File: config.mk
export PLATFORM = sky130hd
export DESIGN_NAME = pors_sequencer
export DESIGN_NICKNAME = d
export VERILOG_FILES = /design/src/hdl/pors_pkg.sv /design/src/hdl/pors_filt_if.sv /design/src/hdl/pors_filter.sv /design/src/hdl/pors_sequencer.sv
export SDC_FILE = /design/constraint.sdc
export NUM_CORES = 1
export LEC_CHECK = 0
export BUFFER_PORTS_ARGS = -buffer_cell sky130_fd_sc_hd__clkbuf_2
export CAP_MARGIN = 25
export CORE_UTILIZATION = 60
export CTS_CLUSTER_SIZE = 14
export DETAILED_ROUTE_END_ITERATION = 8
export PLACE_DENSITY = 0.93
export SLEW_MARGIN = 10
export SYNTH_ARGS = -nofsm -noshare
export SYNTH_HDL_FRONTEND = slang
export SYNTH_SLANG_ARGS = --single-unit
File: constraint.sdc
create_clock -name clk_in -period 2.8 [get_ports clk_in]
set_input_delay 0.28 -clock clk_in [delete_from_list [all_inputs] [get_ports clk_in]]
set_output_delay 0.28 -clock clk_in [all_outputs]
set_load 0.01 [all_outputs]
File: src/hdl/pors_pkg.sv
// Purpose: Constants for the power-on reset sequencer.
// Assumes: A 10 MHz clock, used as the oscillator clock.
// Notes:   Times are in ns; filter cycle counts are derived from them.
package pors_pkg;

  localparam int unsigned CLK_PERIOD_NS       = 100;
  localparam int unsigned OSC_CHECK_CYCLES    = 1032;
  localparam int unsigned FUSE_LOAD_CYCLES    = 1160;
  localparam int unsigned PUMP_UP_CYCLES      = 688;
  localparam int unsigned BANK_UP_CYCLES      = 617;
  localparam int unsigned WARM_HOLD_CYCLES    = 2256;
  localparam int unsigned POR_FILTER_MIN_NS   = 475;
  localparam int unsigned POR_FILTER_MAX_NS   = 2000;
  localparam int unsigned SUPPLY_GLITCH_MIN_NS = 250;
  localparam int unsigned SUPPLY_GLITCH_MAX_NS = 1000;
  // Least filter time rounds up, longest rounds down; the filter count lies between.
  localparam int unsigned POR_FILTER_MIN_CYC  = (POR_FILTER_MIN_NS + CLK_PERIOD_NS - 1) / CLK_PERIOD_NS;
  localparam int unsigned POR_FILTER_MAX_CYC  = POR_FILTER_MAX_NS / CLK_PERIOD_NS;
  localparam int unsigned SUP_FILTER_MIN_CYC  = (SUPPLY_GLITCH_MIN_NS + CLK_PERIOD_NS - 1) / CLK_PERIOD_NS;
  localparam int unsigned SUP_FILTER_MAX_CYC  = SUPPLY_GLITCH_MAX_NS / CLK_PERIOD_NS;
  localparam int unsigned POR_FILTER_CYC      = POR_FILTER_MIN_CYC;
  localparam int unsigned SUP_FILTER_CYC      = SUP_FILTER_MAX_CYC;
  localparam int unsigned CNT_W               = 12;
  localparam logic [31:0] BOOT_ADDRESS        = 32'h0000_0000;

  typedef enum logic [5:0] {
    ST_RESET = 6'h01,
    ST_OSC   = 6'h02,
    ST_FUSE  = 6'h04,
    ST_PUMP  = 6'h08,
    ST_BANK  = 6'h10,
    ST_RUN   = 6'h20
  } pors_state_t;

endpackage : pors_pkg

File: src/hdl/pors_filt_if.sv
// Purpose: Carries one raw level and its filtered copy.
// Assumes: Single clock domain.
// Notes:   One instance per filtered signal.
`timescale 1ns/1ps
`default_nettype none
interface pors_filt_if;
  logic raw;
  logic filt;
  modport filter (input raw, output filt);
  modport user   (output raw, input filt);
endinterface : pors_filt_if
`default_nettype wire

File: src/hdl/pors_filter.sv
// Purpose: Glitch filter; output follows input once stable for LEN cycles.
// Assumes: Input synchronous to clk_in.
// Notes:   Output resets low, which asserts reset.
`timescale 1ns/1ps
`default_nettype none
module pors_filter #(
  parameter int unsigned LEN = 4
) (
  // Clock and reset
  input  wire logic      clk_in,
  input  wire logic      reset_n_in,
  // Filtered signal
  pors_filt_if.filter    sig
);
  logic [4:0] cnt_q, cnt_d;
  logic       filt_q, filt_d;

  always_comb begin
    cnt_d  = 5'h00;
    filt_d = filt_q;
    if (sig.raw != filt_q) begin
      if (cnt_q == 5'(LEN - 1)) begin
        filt_d = sig.raw;
      end else begin
        cnt_d = cnt_q + 5'h01;
      end
    end
  end

  always_ff @(posedge clk_in or negedge reset_n_in) begin
    if (!reset_n_in) begin
      cnt_q  <= 5'h00;
      filt_q <= 1'b0;
    end else begin
      cnt_q  <= cnt_d;
      filt_q <= filt_d;
    end
  end

  assign sig.filt = filt_q;
endmodule : pors_filter
`default_nettype wire

File: src/hdl/pors_sequencer.sv
// Purpose: Power-on reset and power-up sequencing.
// Assumes: clk_in is the oscillator clock at 10 MHz; inputs synchronous.
// Notes:   Analog thresholds and pin timing are outside this block.
//
// Summary of operation
// - After reset release run oscillator check 1032 cycles, then fuse load 1160.
// - Then flash pump power-up 688 cycles, then flash bank 617, in order.
// - After the last phase release CPU reset; boot fetch address is zero.
// - Isolate core and I/O controls while either power-good is low.
// - Low I/O supply asserts the internal power-on reset.
// - Core supply out of range tristates all outputs asynchronously and asserts reset.
// - Low power mode disables the supply monitor and its reset generation.
// - External reset filtered: under 475 ns ignored, over 2000 ns resets.
// - Supply indication glitches under 250 ns are suppressed; those of 1000 ns or longer pass.
// - Warm reset stays low at least 2256 cycles after reset input releases.
`timescale 1ns/1ps
`default_nettype none
module pors_sequencer (
  // Clock and reset
  input  wire logic        clk_in,
  input  wire logic        reset_n_in,
  // Supply monitor and external reset
  input  wire logic        core_power_good_in,
  input  wire logic        io_power_good_in,
  input  wire logic        power_on_reset_n_in,
  input  wire logic        low_power_mode_in,
  // Control outputs
  output logic             isolate_out,
  output logic             outputs_hiz_out,
  output logic             por_active_out,
  output logic             cpu_reset_n_out,
  output logic [31:0]      boot_address_out,
  output logic [5:0]       phase_out,
  // Warm reset pin, open drain
  input  wire logic        warm_reset_n_in,
  output logic             warm_reset_n_out,
  output logic             warm_reset_n_oe_out
);

  ////////////////////////////////////////////////////////////////////////////
  // Glitch filters.

  pors_filt_if por_f ();
  pors_filt_if core_f ();
  pors_filt_if io_f ();

  assign por_f.raw  = power_on_reset_n_in;
  assign core_f.raw = core_power_good_in;
  assign io_f.raw   = io_power_good_in;

  pors_filter #(.LEN(pors_pkg::POR_FILTER_CYC)) u_por_filt (
    .clk_in     (clk_in),
    .reset_n_in (reset_n_in),
    .sig        (por_f.filter)
  );

  pors_filter #(.LEN(pors_pkg::SUP_FILTER_CYC)) u_core_filt (
    .clk_in     (clk_in),
    .reset_n_in (reset_n_in),
    .sig        (core_f.filter)
  );

  pors_filter #(.LEN(pors_pkg::SUP_FILTER_CYC)) u_io_filt (
    .clk_in     (clk_in),
    .reset_n_in (reset_n_in),
    .sig        (io_f.filter)
  );

  ////////////////////////////////////////////////////////////////////////////
  // Reset sources.

  logic monitor_on;
  logic core_bad;
  logic io_bad;
  logic por_req;

  assign monitor_on = !low_power_mode_in;
  assign core_bad   = monitor_on && !core_f.filt;
  assign io_bad     = monitor_on && !io_f.filt;
  assign por_req    = !por_f.filt || io_bad || core_bad;

  // Raw core-good drop tristates without waiting for the clock.
  assign outputs_hiz_out = (monitor_on && !core_power_good_in) || core_bad;
  assign isolate_out     = !core_f.filt || !io_f.filt;
  assign por_active_out  = por_req;

  ////////////////////////////////////////////////////////////////////////////
  // Phase sequencer.

  pors_pkg::pors_state_t       state_q, state_d;
  logic [pors_pkg::CNT_W-1:0]  cnt_q, cnt_d;
  logic [pors_pkg::CNT_W-1:0]  warm_q, warm_d;
  logic                        cpu_rel_q, cpu_rel_d;
  logic                        osc_done;
  logic                        fuse_done;
  logic                        pump_done;
  logic                        bank_done;

  function automatic logic [pors_pkg::CNT_W-1:0] last_of(input int unsigned n);
    last_of = pors_pkg::CNT_W'(n - 1);
  endfunction : last_of

  assign osc_done  = cnt_q == last_of(pors_pkg::OSC_CHECK_CYCLES);
  assign fuse_done = cnt_q == last_of(pors_pkg::FUSE_LOAD_CYCLES);
  assign pump_done = cnt_q == last_of(pors_pkg::PUMP_UP_CYCLES);
  assign bank_done = cnt_q == last_of(pors_pkg::BANK_UP_CYCLES);

  always_comb begin
    state_d   = state_q;
    cnt_d     = cnt_q + 12'h001;
    case (state_q)
      pors_pkg::ST_RESET: begin
        cnt_d = 12'h000;
        if (!por_req) begin
          state_d = pors_pkg::ST_OSC;
        end
      end
      pors_pkg::ST_OSC: begin
        if (osc_done) begin
          state_d = pors_pkg::ST_FUSE;
          cnt_d   = 12'h000;
        end
      end
      pors_pkg::ST_FUSE: begin
        if (fuse_done) begin
          state_d = pors_pkg::ST_PUMP;
          cnt_d   = 12'h000;
        end
      end
      pors_pkg::ST_PUMP: begin
        if (pump_done) begin
          state_d = pors_pkg::ST_BANK;
          cnt_d   = 12'h000;
        end
      end
      pors_pkg::ST_BANK: begin
        if (bank_done) begin
          state_d = pors_pkg::ST_RUN;
          cnt_d   = 12'h000;
        end
      end
      pors_pkg::ST_RUN: begin
        cnt_d = 12'h000;
      end
      default: begin
        state_d = pors_pkg::ST_RESET;
        cnt_d   = 12'h000;
      end
    endcase
    if (por_req) begin
      state_d = pors_pkg::ST_RESET;
      cnt_d   = 12'h000;
    end
  end

  always_ff @(posedge clk_in or negedge reset_n_in) begin
    if (!reset_n_in) begin
      state_q <= pors_pkg::ST_RESET;
      cnt_q   <= 12'h000;
    end else begin
      state_q <= state_d;
      cnt_q   <= cnt_d;
    end
  end

  ////////////////////////////////////////////////////////////////////////////
  // CPU release.

  always_comb begin
    cpu_rel_d = 1'b0;
    if (state_d == pors_pkg::ST_RUN) begin
      cpu_rel_d = 1'b1;
    end
  end

  always_ff @(posedge clk_in or negedge reset_n_in) begin
    if (!reset_n_in) begin
      cpu_rel_q <= 1'b0;
    end else begin
      cpu_rel_q <= cpu_rel_d;
    end
  end

  ////////////////////////////////////////////////////////////////////////////
  // Warm reset hold.

  // Warm reset hold counter restarts on every reset request.
  always_comb begin
    warm_d = warm_q;
    if (por_req) begin
      warm_d = 12'h000;
    end else if (warm_q != pors_pkg::CNT_W'(pors_pkg::WARM_HOLD_CYCLES)) begin
      warm_d = warm_q + 12'h001;
    end
  end

  always_ff @(posedge clk_in or negedge reset_n_in) begin
    if (!reset_n_in) begin
      warm_q <= 12'h000;
    end else begin
      warm_q <= warm_d;
    end
  end

  ////////////////////////////////////////////////////////////////////////////
  // Outputs.

  logic warm_low;

  // Sequence end comes after the 2256 hold, so CPU release also covers it.
  assign warm_low            = !cpu_rel_q || warm_q != pors_pkg::CNT_W'(pors_pkg::WARM_HOLD_CYCLES);
  assign warm_reset_n_out    = 1'b0;
  assign warm_reset_n_oe_out = warm_low;
  assign cpu_reset_n_out     = cpu_rel_q && warm_reset_n_in;
  assign boot_address_out    = pors_pkg::BOOT_ADDRESS;
  assign phase_out           = state_q;

endmodule : pors_sequencer
`default_nettype wire

Word-level counts from Yosys, hierarchy flattened
Cells that the tools add are included.
Word-level totals
  flip-flop bits (word level): 49
  input port bits: 7
  output and inout bits: 44
  logic and storage cells: 73
Cells by class
  add/sub/neg operators: 5
  equal/unequal tests: 18
  mux-type cells: 21
  reduce and logical (&&, ||, !) cells: 19
Operators with widths (number)
  12-bit 2-to-1 mux: 7
  12-bit one-hot mux with 4 select lines: 1
  6-bit one-hot mux with 6 select lines: 1
  5-bit 2-to-1 mux: 6
  6-bit 2-to-1 mux: 5
  12-bit by 1-bit adder with 12-bit output (second input constant): 2
  12-bit by 10-bit equality test with 1-bit output (second input constant): 2
  12-bit by 11-bit equality test with 1-bit output (second input constant): 2
  5-bit by 1-bit adder with 5-bit output (second input constant): 3
  6-bit equality test (second input constant): 2
  12-bit inequality test (second input constant): 1
  5-bit by 4-bit equality test with 1-bit output (second input constant): 2
  6-bit by 1-bit equality test with 1-bit output (second input constant): 1
  6-bit by 2-bit equality test with 1-bit output (second input constant): 1
  6-bit by 3-bit equality test with 1-bit output (second input constant): 1
  6-bit by 4-bit equality test with 1-bit output (second input constant): 1
  6-bit by 5-bit equality test with 1-bit output (second input constant): 1
  1-bit zero test: 6
  2-bit AND reduction: 3
  5-bit by 3-bit equality test with 1-bit output (second input constant): 1
  1-bit logical OR: 5
  1-bit logical AND: 4
  1-bit inequality test: 3
  2-bit nonzero test: 1
  1-bit 2-to-1 mux: 1

Depth between registers and ports, before layout
Gate-level depths: netlist of run 1.
  depth after elaboration: 7
  mapped depth: 7
  gate-level depth less buffers: 7

Hierarchy
Synthesis of run 1 repeated with hierarchy kept, for this count alone.
Unflattened totals
  cells, all modules: 297
  area total of the unflattened synthesis: 2886.5 um2
Modules (own cells, without submodules)
  pors_sequencer: instances 1, cells an instance 227, area each 2030.7 um2, sequential area each 777.0 um2
  pors_filter (u_core_filt ...): instances 2, cells an instance 23, area each 289.0 um2, sequential area each 150.1 um2
  pors_filter (u_por_filt): instances 1, cells an instance 24, area each 277.8 um2, sequential area each 150.1 um2

Worst setup path before layout of run 1
No wires, ideal clock.
  path kind: reg-to-reg
  start point: register state_q[4] (netlist: phase_out[4])
  end point: register cnt_q[0] (netlist bit)
  library setup time: 0.078 ns
  arrival: 1.787 ns
  required time: 2.722 ns
  setup slack: 0.935 ns
  cell stages (with the launch flop): 7
  path buffers: 1
  clock period less this slack: 1.865 ns
  path through: dfrtp_1 buf_6 or4_4 or3_4 a21oi_2 o211ai_4 a21oi_1
Between the ends
  word-level cells in the longest chain between the ends: 3
  elaborated cells on any way between the ends: 6
  classes of those cells: eq/ne: 4; mux: 2
Ends and longest elaborated chain
  start: declaration: RTL line pors_sequencer.sv:90  | pors_pkg::pors_state_t state_q, state_d;
  start signal: assignment: RTL line pors_sequencer.sv:158  | state_q <= pors_pkg::ST_RESET;
  start signal: assignment: RTL line pors_sequencer.sv:161  | state_q <= state_d;
  6-bit by 5-bit equality test with 1-bit output (tied with other cells): RTL line pors_sequencer.sv:111  | case (state_q)
  12-bit one-hot mux with 4 select lines (*): RTL line pors_sequencer.sv:111
  12-bit 2-to-1 mux (*): RTL line pors_sequencer.sv:150  | if (por_req) begin
  net cnt_d, one bit: RTL line pors_sequencer.sv:91  | logic [pors_pkg::CNT_W-1:0] cnt_q, cnt_d;
  end signal: assignment: RTL line pors_sequencer.sv:162  | cnt_q <= cnt_d;
  end: declaration: RTL line pors_sequencer.sv:91
Mark *: on every way through the listed nets, which the timed path passes. The rest lies on a longest branch.
A chain may end at the register's enable or synchronous reset.

Final worst setup path of run 1
  start point: register cnt_q[0] (netlist bit)
  end point: register cnt_q[0] (netlist bit)
Between the ends
  word-level cells in the longest chain between the ends: 4
  elaborated cells on any way between the ends: 11
  classes of those cells: add/sub: 1; eq/ne: 4; mux: 6
Ends and longest elaborated chain
  12-bit by 1-bit adder with 12-bit output (tied with other cells): RTL line pors_sequencer.sv:110  | cnt_d = cnt_q + 12'h001;
  12-bit 2-to-1 mux (on tied branches)
  12-bit one-hot mux with 4 select lines (*): RTL line pors_sequencer.sv:111
  12-bit 2-to-1 mux (*): RTL line pors_sequencer.sv:150
  net cnt_d, one bit: RTL line pors_sequencer.sv:91
Marked as above.

==> results of run 1 <==
worst max-delay path: stages, from the launching register on:
cell	delay, ns
dfrtp_1	0.41
ha_1	0.24
nand2_1	0.16
nor3_1	0.09
a2111oi_0	0.66
o21ai_2	0.25
a21oi_1	0.21
flip-flops by register name, indices dropped and copies added (netlist names):
register and flops:
cnt_q 12, warm_q 12, phase_out 6, u_core_filt.cnt_q 5, u_io_filt.cnt_q 5, u_por_filt.cnt_q 5
cpu_rel_q 1, u_core_filt.sig.filt 1, u_io_filt.sig.filt 1, u_por_filt.sig.filt 1
final cells by class:
type / instances / area, um^2
Clock inverter: 1 / 5.005
Inverter: 13 / 48.80
Fill cell: 361 / 1503
Clock buffer: 5 / 68.82
Timing Repair Buffer: 21 / 117.6
Sequential cell: 49 / 1227
Tap cell: 52 / 65.06
Multi-Input combinational cell: 221 / 1409
per-stage QoR:
| step | std cells | worst slack (ns) | util (%) |
|---|---|---|---|
| floorplan | 320 | 0.9347 | - |
| global placement | 355 | 0.8188 | 64.30 |
| detailed placement | 355 | 0.6712 | 64.30 |
| CTS | 362 | 0.6663 | 66.19 |
| global route | 362 | 0.4006 | 66.19 |
| finish | 362 | 0.6945 | 66.19 |
per-layer routing:
metal | vias up | GRT usage, %
li1 | 950 | -
met1 | 951 | 26.46
met2 | 58 | 35.26
met3 | 8 | 4.274
met4 | 0 | 10.00
met5 | - | 0
what timing repair did:
action | CTS | global route
hold buffers | 1 | 0
endpoints found under the setup margin | 0 | 0
buffers inserted | 0 | 0
hold endpoints to repair | 19 | 0
power by group through the flow:
stage | clock (W) | combinational, W | sequential, W
2_1_floorplan | 0 | 0.000340 | 0.000887
3_3_place_gp | 0 | 0.000365 | 0.000913
3_5_place_dp | 0 | 0.000389 | 0.000920
4_1_cts | 0.000398 | 0.000391 | 0.000906
5_1_grt | 0.000419 | 0.000440 | 0.000927
6_report | 0.000383 | 0.000388 | 0.000909
placed cells by master (no fill, tap or decap), types with 5 or more instances in the layout:
| cell type | instances |
|---|---|
| ha_1 | 10 |
| inv_1 | 13 |
| clkbuf_2 | 17 |
| nand2_1 | 20 |
| nor3_1 | 7 |
| nand3_1 | 14 |
| nor2_1 | 37 |
| a21oi_1 | 12 |
| conb_1 | 33 |
| dfrtp_1 | 48 |
| and3_1 | 6 |
| xor2_1 | 21 |
| xnor2_1 | 13 |
| clkbuf_8 | 5 |
cell families (layout without fill, tap and decap cells):
kind of cell               Yosys count  after routing  synth area share [%]
other                                1             33                0.1319
xor gates and xnor gates            34             34                 10.48
AOI/OAI and AO/OA                   32             32                 8.891
and+or+nand+nor                    109            109                 20.25
buffers and inverters               50             40                 11.49
adders and majority gates           10             10                 4.401
DFF                                 49             49                 43.18
muxes                                3              3                 1.188
worst paths after layout:
path	startpoint	to	slack, ns	depth (start not counted)
min in group asynchronous	reset_n_in	warm_q[2]$_DFFE_PN0P_	0.48	2
max in group asynchronous	reset_n_in	phase_out[0]$_DFF_PN1_	1.64	3
min	io_power_good_in	u_io_filt.sig.filt$_DFFE_PN0P_	0.23	2
max	cnt_q[0]$_DFF_PN0_	cnt_q[0]$_DFF_PN0_	0.69	6
min reg2reg	u_por_filt.cnt_q[0]$_DFF_PN0_	u_por_filt.cnt_q[0]$_DFF_PN0_	0.49	1
max reg2reg	cnt_q[0]$_DFF_PN0_	cnt_q[0]$_DFF_PN0_	0.69	6
==> results.txt, run 1 <==
----------------------------------------------------
[Worst setup path]
  Endpoint arrival time on the critical path ... approximately 2.3 ns
  Critical Path End Type ... flip-flop
  Crit path kind ... reg -> reg
  Maximum fanout along the worst path ... 10
  Critical Path Start Type ... flip-flop
  Required time reported for the critical path endpoint ... approximately 3.0 ns

[Route]
  Violation count after the first detailed-routing iteration ... 98
  Metal2 WL ... 2368 um
  Sum of routed wire segments on met1 ... 2067 um
  First-pass iteration count of the detailed router ... 6
  Detailed Route WL ... between 4000 and 5000 um
  Final ANT Viol Nets ... 0
  Length of routed met3 wiring ... 226 um
  Via-to-Cell Ratio ... 5.434
  Total number of vias ... 1967
  Routed wire per std cell ... 13.12 um
  Top routing layer in use ... met4
  Final routed DRC violation total ... 0

[Clock network]
  Clock-pin slew on the worst setup and hold paths ... 0.08 ns
  Worst-Skew Late Latency ... 0.31 ns
  Cell chosen for the clock root ... clkbuf_8
  CTS H-Tree Depth ... 2
  Clk sink count ... 49
  CTS-repair resized insts ... 0
  Number of buffers between clock root and the deepest sink ... 2
  TritonCTS buffer count ... 5
  TritonCTS clock tree ... built

[Global routing]
  Via count of the first global-routing pass ... 1870
  Largest net degree at the start of global routing ... 22
  Wire length of the first global-routing pass ... around 8200 um
  Number of antenna violations at the first check in global routing ... 0
  Aggregate global routing overflow ... 0
  Global Route Usage Sum ... roughly a fifth

[Layout]
  Final net count ... 328
  Post-route standard cell area excluding fillers ... 0.002942 mm^2
  Layout overhead on the synthesized area ... 3.477%
  Layout cells sized above 1 ... between 10% and 20%
  Number of diodes ... 0

[Yosys]
  Gate Count Post-Synth ... 288
  Count of cell types in the netlist ... 46
  Post-synthesis instance area ... about 0.0028 mm^2
  Ys Warns ... 0
  Share of Yosys cell area claimed by the top area cell type ... 42.25%
  Largest cells by area after synthesis ... dfrtp_1, buf_4, xor2_1
  Ys async rst share ... 100.0%
  Library cell with the highest instance count after synthesis ... dfrtp_1
  Mean Syn Cell Area ... slightly below 10 um^2
  Number of enable flip-flop cells after synthesis ... 0
  Number of synthesized register bits ... 49
  Top cells by instance count after synthesis ... dfrtp_1, nor2_1, buf_4, xor2_1, nand2_1
  Dominant synthesized flop cell ... dfrtp_1
  Fraction of the yosys area taken by sequential cells ... 43.18%
  Cell taking the most area after synthesis ... dfrtp_1

[Timing]
  Normalized max-slew margin ... 50.45%
  Minimum hold slack ... 0.2315 ns
  Clock skew after layout ... 0.006753 ns
  Summed negative setup slack over all endpoints ... 0 ns
  RSZ-0062 raised after global routing ... false
  Tmin final ... 2.106 ns
  Number of setup violations in the final report ... 0
  Fin. Hold Viols ... 0
  Final period utilization ... between 70 and 80%
  Final Max Slew Viols ... 0
  Slew @ Worst Pin ... 0.7245 ns
  Highest clock rate ... 474.9 MHz

[Floorplan]
  Die area ... 0.005017 mm^2
  Die extent in y ... slightly above 70 um
  Width of the chip ... between 70 and 80 um
  Number of rows created at floorplan ... 24
  Top Ports ... 51
  Core ar. ... 0.004444 mm^2
  Starting Density ... 63.96%

[Placed design]
  Routability cong. ... ~0.9
  Placed inst area ... 0.002858 mm^2
  Placed wire-length estimate after detailed placement ... 3532 um
  Count of input and output buffers ... 17

[Power and ir drop]
  Total power density per cell area ... between 500 and 600 mW/mm^2
  Internal Power ... 0.001117 W
  Relative contribution of combinational cells to total power ... 23.1%
  Power Total ... 0.001681 W
  Proportion of power drawn by flip-flops and latches ... 54.1%
  Worst voltage drop across the vdd grid ... between 0.2 and 0.3 mV
  Sw Ratio ... ~34%
  Leak ... between 1 and 1.5 nW
  Net switching power ... 0.0005632 W
  Part of the total power dissipated in the clock network ... 22.8%

[Run]
  Maximum Capacitance Violations ... 0

[Outcome]
  Result of the run ... finished clean

[Worst hold path]
  Worst hold path class ... in -> reg

----------------------------------------------------
Note: power is estimated with default switching activity, not from simulation.
==> run 2, diff against run 1 <==
--- a/config.mk
+++ b/config.mk
@@ -5,12 +5,13 @@
 export SDC_FILE = /design/constraint.sdc
 export NUM_CORES = 1
 export LEC_CHECK = 0
+export ABC_AREA = 1
 export BUFFER_PORTS_ARGS = -buffer_cell sky130_fd_sc_hd__clkbuf_2
 export CAP_MARGIN = 25
-export CORE_UTILIZATION = 60
+export CORE_UTILIZATION = 56
 export CTS_CLUSTER_SIZE = 14
 export DETAILED_ROUTE_END_ITERATION = 8
-export PLACE_DENSITY = 0.93
+export PLACE_DENSITY = 0.88
 export SLEW_MARGIN = 10
 export SYNTH_ARGS = -nofsm -noshare
 export SYNTH_HDL_FRONTEND = slang
==> constraint.sdc (replaced) <==
create_clock -name clk_in -period 2.1 [get_ports clk_in]
set_input_delay 0.21 -clock clk_in [delete_from_list [all_inputs] [get_ports clk_in]]
set_output_delay 0.21 -clock clk_in [all_outputs]
set_load 0.01 [all_outputs]
==> run 2 against run 1 <==
- the run now ends with hold timing left
- hold slack got worse by 0.25 ns
- utilization shrank 4.6 points
- non-clock buffer count decreased by 3
- synthesized cell count up 24%
- area after synthesis increased by 5.8%
- final area up 7.6%
- critical path type is now reg -> out
- largest cell class unchanged
- highest routed layer unchanged
==> results.txt, run 2 <==
----------------------------------------------------
[Clock network]
  TritonCTS clock tree ... built
  Cell chosen for the clock root ... clkbuf_8
  CTS H-Tree Depth ... 2 (unchanged)
  Clk sink count ... 49 (unchanged)
  TritonCTS buffer count ... 5 (unchanged)
  Post-CTS setup buffers ... 0 (unchanged)
  Worst-Skew Late Latency ... 0.31 ns (about the same)
  Number of buffers between clock root and the deepest sink ... 2 (unchanged)
  Clock-pin slew on the worst setup and hold paths ... 0.09 ns (about the same)
  Number of buffers inserted for hold repair after clock tree synthesis ... 0 (-1)
  CTS-repair resized insts ... 0 (unchanged)

[Global routing]
  Number of antenna violations at the first check in global routing ... 0 (unchanged)
  Aggregate global routing overflow ... 0 (unchanged)
  Via count of the first global-routing pass ... 2188 (+17%)
  Global Route Usage Sum ... 21.71% (+0.60 points)
  Largest net degree at the start of global routing ... 50 (+130%)
  Wire length of the first global-routing pass ... 9239 um (+13%)

[Yosys]
  Share of Yosys cell area claimed by the top area cell type ... 39.95% (-2.3 points)
  Ys async rst share ... 100.0% (unchanged)
  Count of cell types in the netlist ... 36 (-22%)
  Library cell with the highest instance count after synthesis ... dfrtp_1
  Number of enable flip-flop cells after synthesis ... 0 (unchanged)
  Mean Syn Cell Area ... 8.446 um^2 (-14%)
  Largest cells by area after synthesis ... dfrtp_1, buf_4, inv_1
  Fraction of the yosys area taken by sequential cells ... 40.82% (-2.4 points)
  Post-synthesis instance area ... 0.003007 mm^2 (+5.8%)
  Number of synthesized register bits ... 49 (unchanged)
  Top cells by instance count after synthesis ... dfrtp_1, inv_1, nand2_1, nor2_1, buf_4
  Dominant synthesized flop cell ... dfrtp_1
  Ys Warns ... 0 (unchanged)
  Gate Count Post-Synth ... 356 (+24%)
  Cell taking the most area after synthesis ... dfrtp_1

[Power and ir drop]
  Part of the total power dissipated in the clock network ... 27.9% (+5.1 points)
  Proportion of power drawn by flip-flops and latches ... 47.8% (-6.3 points)
  Net switching power ... 0.0008290 W (+47%)
  Internal Power ... 0.001678 W (+50%)
  Leak ... 1.525 nW (+15%)
  Sw Ratio ... 33.07% (-0.44 points)
  Power Total ... 0.002507 W (+49%)
  Relative contribution of combinational cells to total power ... 24.3% (+1.2 points)
  Worst voltage drop across the vdd grid ... 0.4218 mV (+64%)
  Total power density per cell area ... 792.2 mW/mm^2 (+39%)

[Timing]
  Final Max Slew Viols ... 0 (unchanged)
  Normalized max-slew margin ... 59.77% (+9.3 points)
  Tmin final ... between 1.5 and 2 ns
  Highest clock rate ... 543.5 MHz
  Slew @ Worst Pin ... 0.6035 ns (-0.1210 ns)
  Minimum hold slack ... -0.02275 ns (-0.2543 ns)
  Fin. Hold Viols ... 19 (+19)
  Number of setup violations in the final report ... 0 (unchanged)
  Summed negative setup slack over all endpoints ... 0 ns (unchanged)
  RSZ-0062 raised after global routing ... false
  Clock skew after layout ... 0.008087 ns (+0.001334 ns)
  Final period utilization ... 87.62%

[Worst setup path]
  Critical Path End Type ... output pin
  Endpoint arrival time on the critical path ... 1.63 ns (-0.70 ns)
  Maximum cell stage delay along the critical path ... 0.43 ns (-0.23 ns)
  Required time reported for the critical path endpoint ... 1.89 ns (-1.14 ns)
  RR Endpoint ... cnt_q[10]$_DFF_PN0_
  Crit path kind ... reg -> out
  Flop-to-flop setup slack ... 0.51 ns (-0.18 ns)
  Slowest stage cell on the critical path ... dfrtp_1
  Critical Path Start Type ... flip-flop
  Largest delay share family, worst path ... flip-flops
  Cell depth of the worst flop-to-flop path ... 10 (+4)
  Worst R2R Start ... cnt_q[0]$_DFF_PN0_
  Cell breakdown of the critical path ... inv_1, ha_1, inv_1, nor3_1, nand4_1, clkbuf_2
  Most repeated library cell on the critical path ... inv_1
  Maximum fanout along the worst path ... 4 (-6)
  Buffering stage count on the worst path with inverters included ... 3 (+3)

[Layout]
  Final net count ... 396 (+21%)
  Number of diodes ... 0 (unchanged)
  Commonest non-fill, non-tap cell in the layout ... dfrtp_1
  Top library cells by usage in the layout, fill and taps aside ... dfrtp_1, inv_1, nand2_1
  Layout overhead on the synthesized area ... 5.243%
  Layout cells sized above 1 ... 18.16% (+5.6 points)

[Floorplan]
  Die area ... 0.005666 mm^2 (+13%)
  Number of rows created at floorplan ... 26 (+8.3%)
  Top Ports ... 51 (unchanged)
  Width of the chip ... 75.28 um (+6.3%)
  Starting Density ... 58.50% (-5.5 points)
  Die extent in y ... 75.28 um (+6.3%)
  Core ar. ... 0.005140 mm^2 (+16%)

[Route]
  Final ANT Viol Nets ... 0 (unchanged)
  Total number of vias ... 2221 (+13%)
  Violation count after the first detailed-routing iteration ... 126 (+29%)
  Routed wire per std cell ... 11.86 um (-9.6%)
  Final routed DRC violation total ... 0 (unchanged)
  First-pass iteration count of the detailed router ... 4 (-2)
  Sum of routed wire segments on met1 ... 2390 um (+16%)
  Top routing layer in use ... met4
  Metal2 WL ... 2665 um (+13%)
  Length of routed met3 wiring ... 186 um (-18%)
  Detailed Route WL ... 5336 um (+12%)
  Via-to-Cell Ratio ... 4.936 (-9.2%)

[Placed design]
  Count of input and output buffers ... 17 (unchanged)
  Placed wire-length estimate after detailed placement ... 4017 um (+14%)
  Routability cong. ... 0.9338 (+2.5%)

[Outcome]
  Result of the run ... finished, violations left
  Failing checks ... hold timing

[Worst hold path]
  Worst hold path class ... in -> async

[Run]
  Maximum Capacitance Violations ... 0 (unchanged)

----------------------------------------------------
[run 2: changes by cell type in the layout (fill, tap and decap cells not counted), sizes merged, moves of 4 or more]
cell / change
and2: -4
and3: -6
inv: +36
nand2: +32
nand3: +12
nand4: +5
nor2: +25
nor3: +7
o21ai: +5
xnor2: -9
xor2: -7
[run 2: per-stage QoR]
step                      util (%)  setup WS [ns]  hold slack (ns)  cell area (um^2)  cells
after floorplan                  -         0.6647         -0.08559              3127    388
final                        61.56         0.2600         -0.02275              3164    450
after global routing         61.56         0.1849          0.05146              3164    450
after global placement       59.30         0.5974           0.3411              3048    442
after CTS                    61.56         0.2745          0.01317              3164    450
after detailed placement     59.30         0.5324           0.3484              3048    442
[run 2: logic make-up after synthesis]
kind of cell | after synthesis | synth area share (%)
buffers and inverters | 83 | 14.73
other | 1 | 0.1247
XOR/XNOR | 18 | 5.243
multiplexers | 3 | 1.124
AND/OR/NAND/NOR | 168 | 29.46
AO/OA/AOI/OAI | 24 | 4.328
flip-flops | 49 | 40.82
adder cells (fa/ha/maj) | 10 | 4.161
[run 2: worst max path at each step]
stage                           from                   to  slack [ns]  cells after the start
2_1_floorplan     cnt_q[0]$_DFF_PN0_   cnt_q[5]$_DFF_PN0_        0.66                     10
6_report       warm_q[0]$_DFFE_PN0P_  warm_reset_n_oe_out        0.26                      6
3_5_place_dp      cnt_q[0]$_DFF_PN0_   cnt_q[6]$_DFF_PN0_        0.53                     10
4_1_cts        warm_q[0]$_DFFE_PN0P_  warm_reset_n_oe_out        0.27                      6
3_3_place_gp      cnt_q[0]$_DFF_PN0_   cnt_q[3]$_DFF_PN0_        0.60                     10
5_1_grt        warm_q[0]$_DFFE_PN0P_  warm_reset_n_oe_out        0.18                      6
[run 2: cell type report]
class	instances	area, um^2
fillers	453	1976
multi-input cells	256	1456
flip-flops and latches	49	1227
inverters	49	183.9
repair buffers	18	92.59
well taps	70	87.58
clock buffers	7	86.33
clock inverters	1	30.03
[run 2: power by group through the flow]
stage                     clock [W]  combinational [W]  sequential, W
after CTS                  0.000713           0.000619        0.00120
after global routing       0.000740           0.000705        0.00122
final                      0.000699           0.000609        0.00120
after floorplan                   0           0.000511        0.00119
after detailed placement          0           0.000610        0.00121
after global placement            0           0.000575        0.00120
[run 2: worst register-to-register path, stage by stage, from the launching register on]
cell     delay (ns)
dfrtp_1        0.40
ha_1           0.21
nand2_2        0.11
nor2_4         0.11
nand2_1        0.06
nor2_1         0.15
nor2_2         0.09
nor2_4         0.13
nand2_4        0.09
nand2_8        0.11
nor2_2         0.04
[run 2: routing by layer]
layer	GRT usage [%]	vias up
li1	-	1108
met1	26.52	1054
met2	37.94	50
met3	5.087	9
met4	7.202	0
met5	0	-
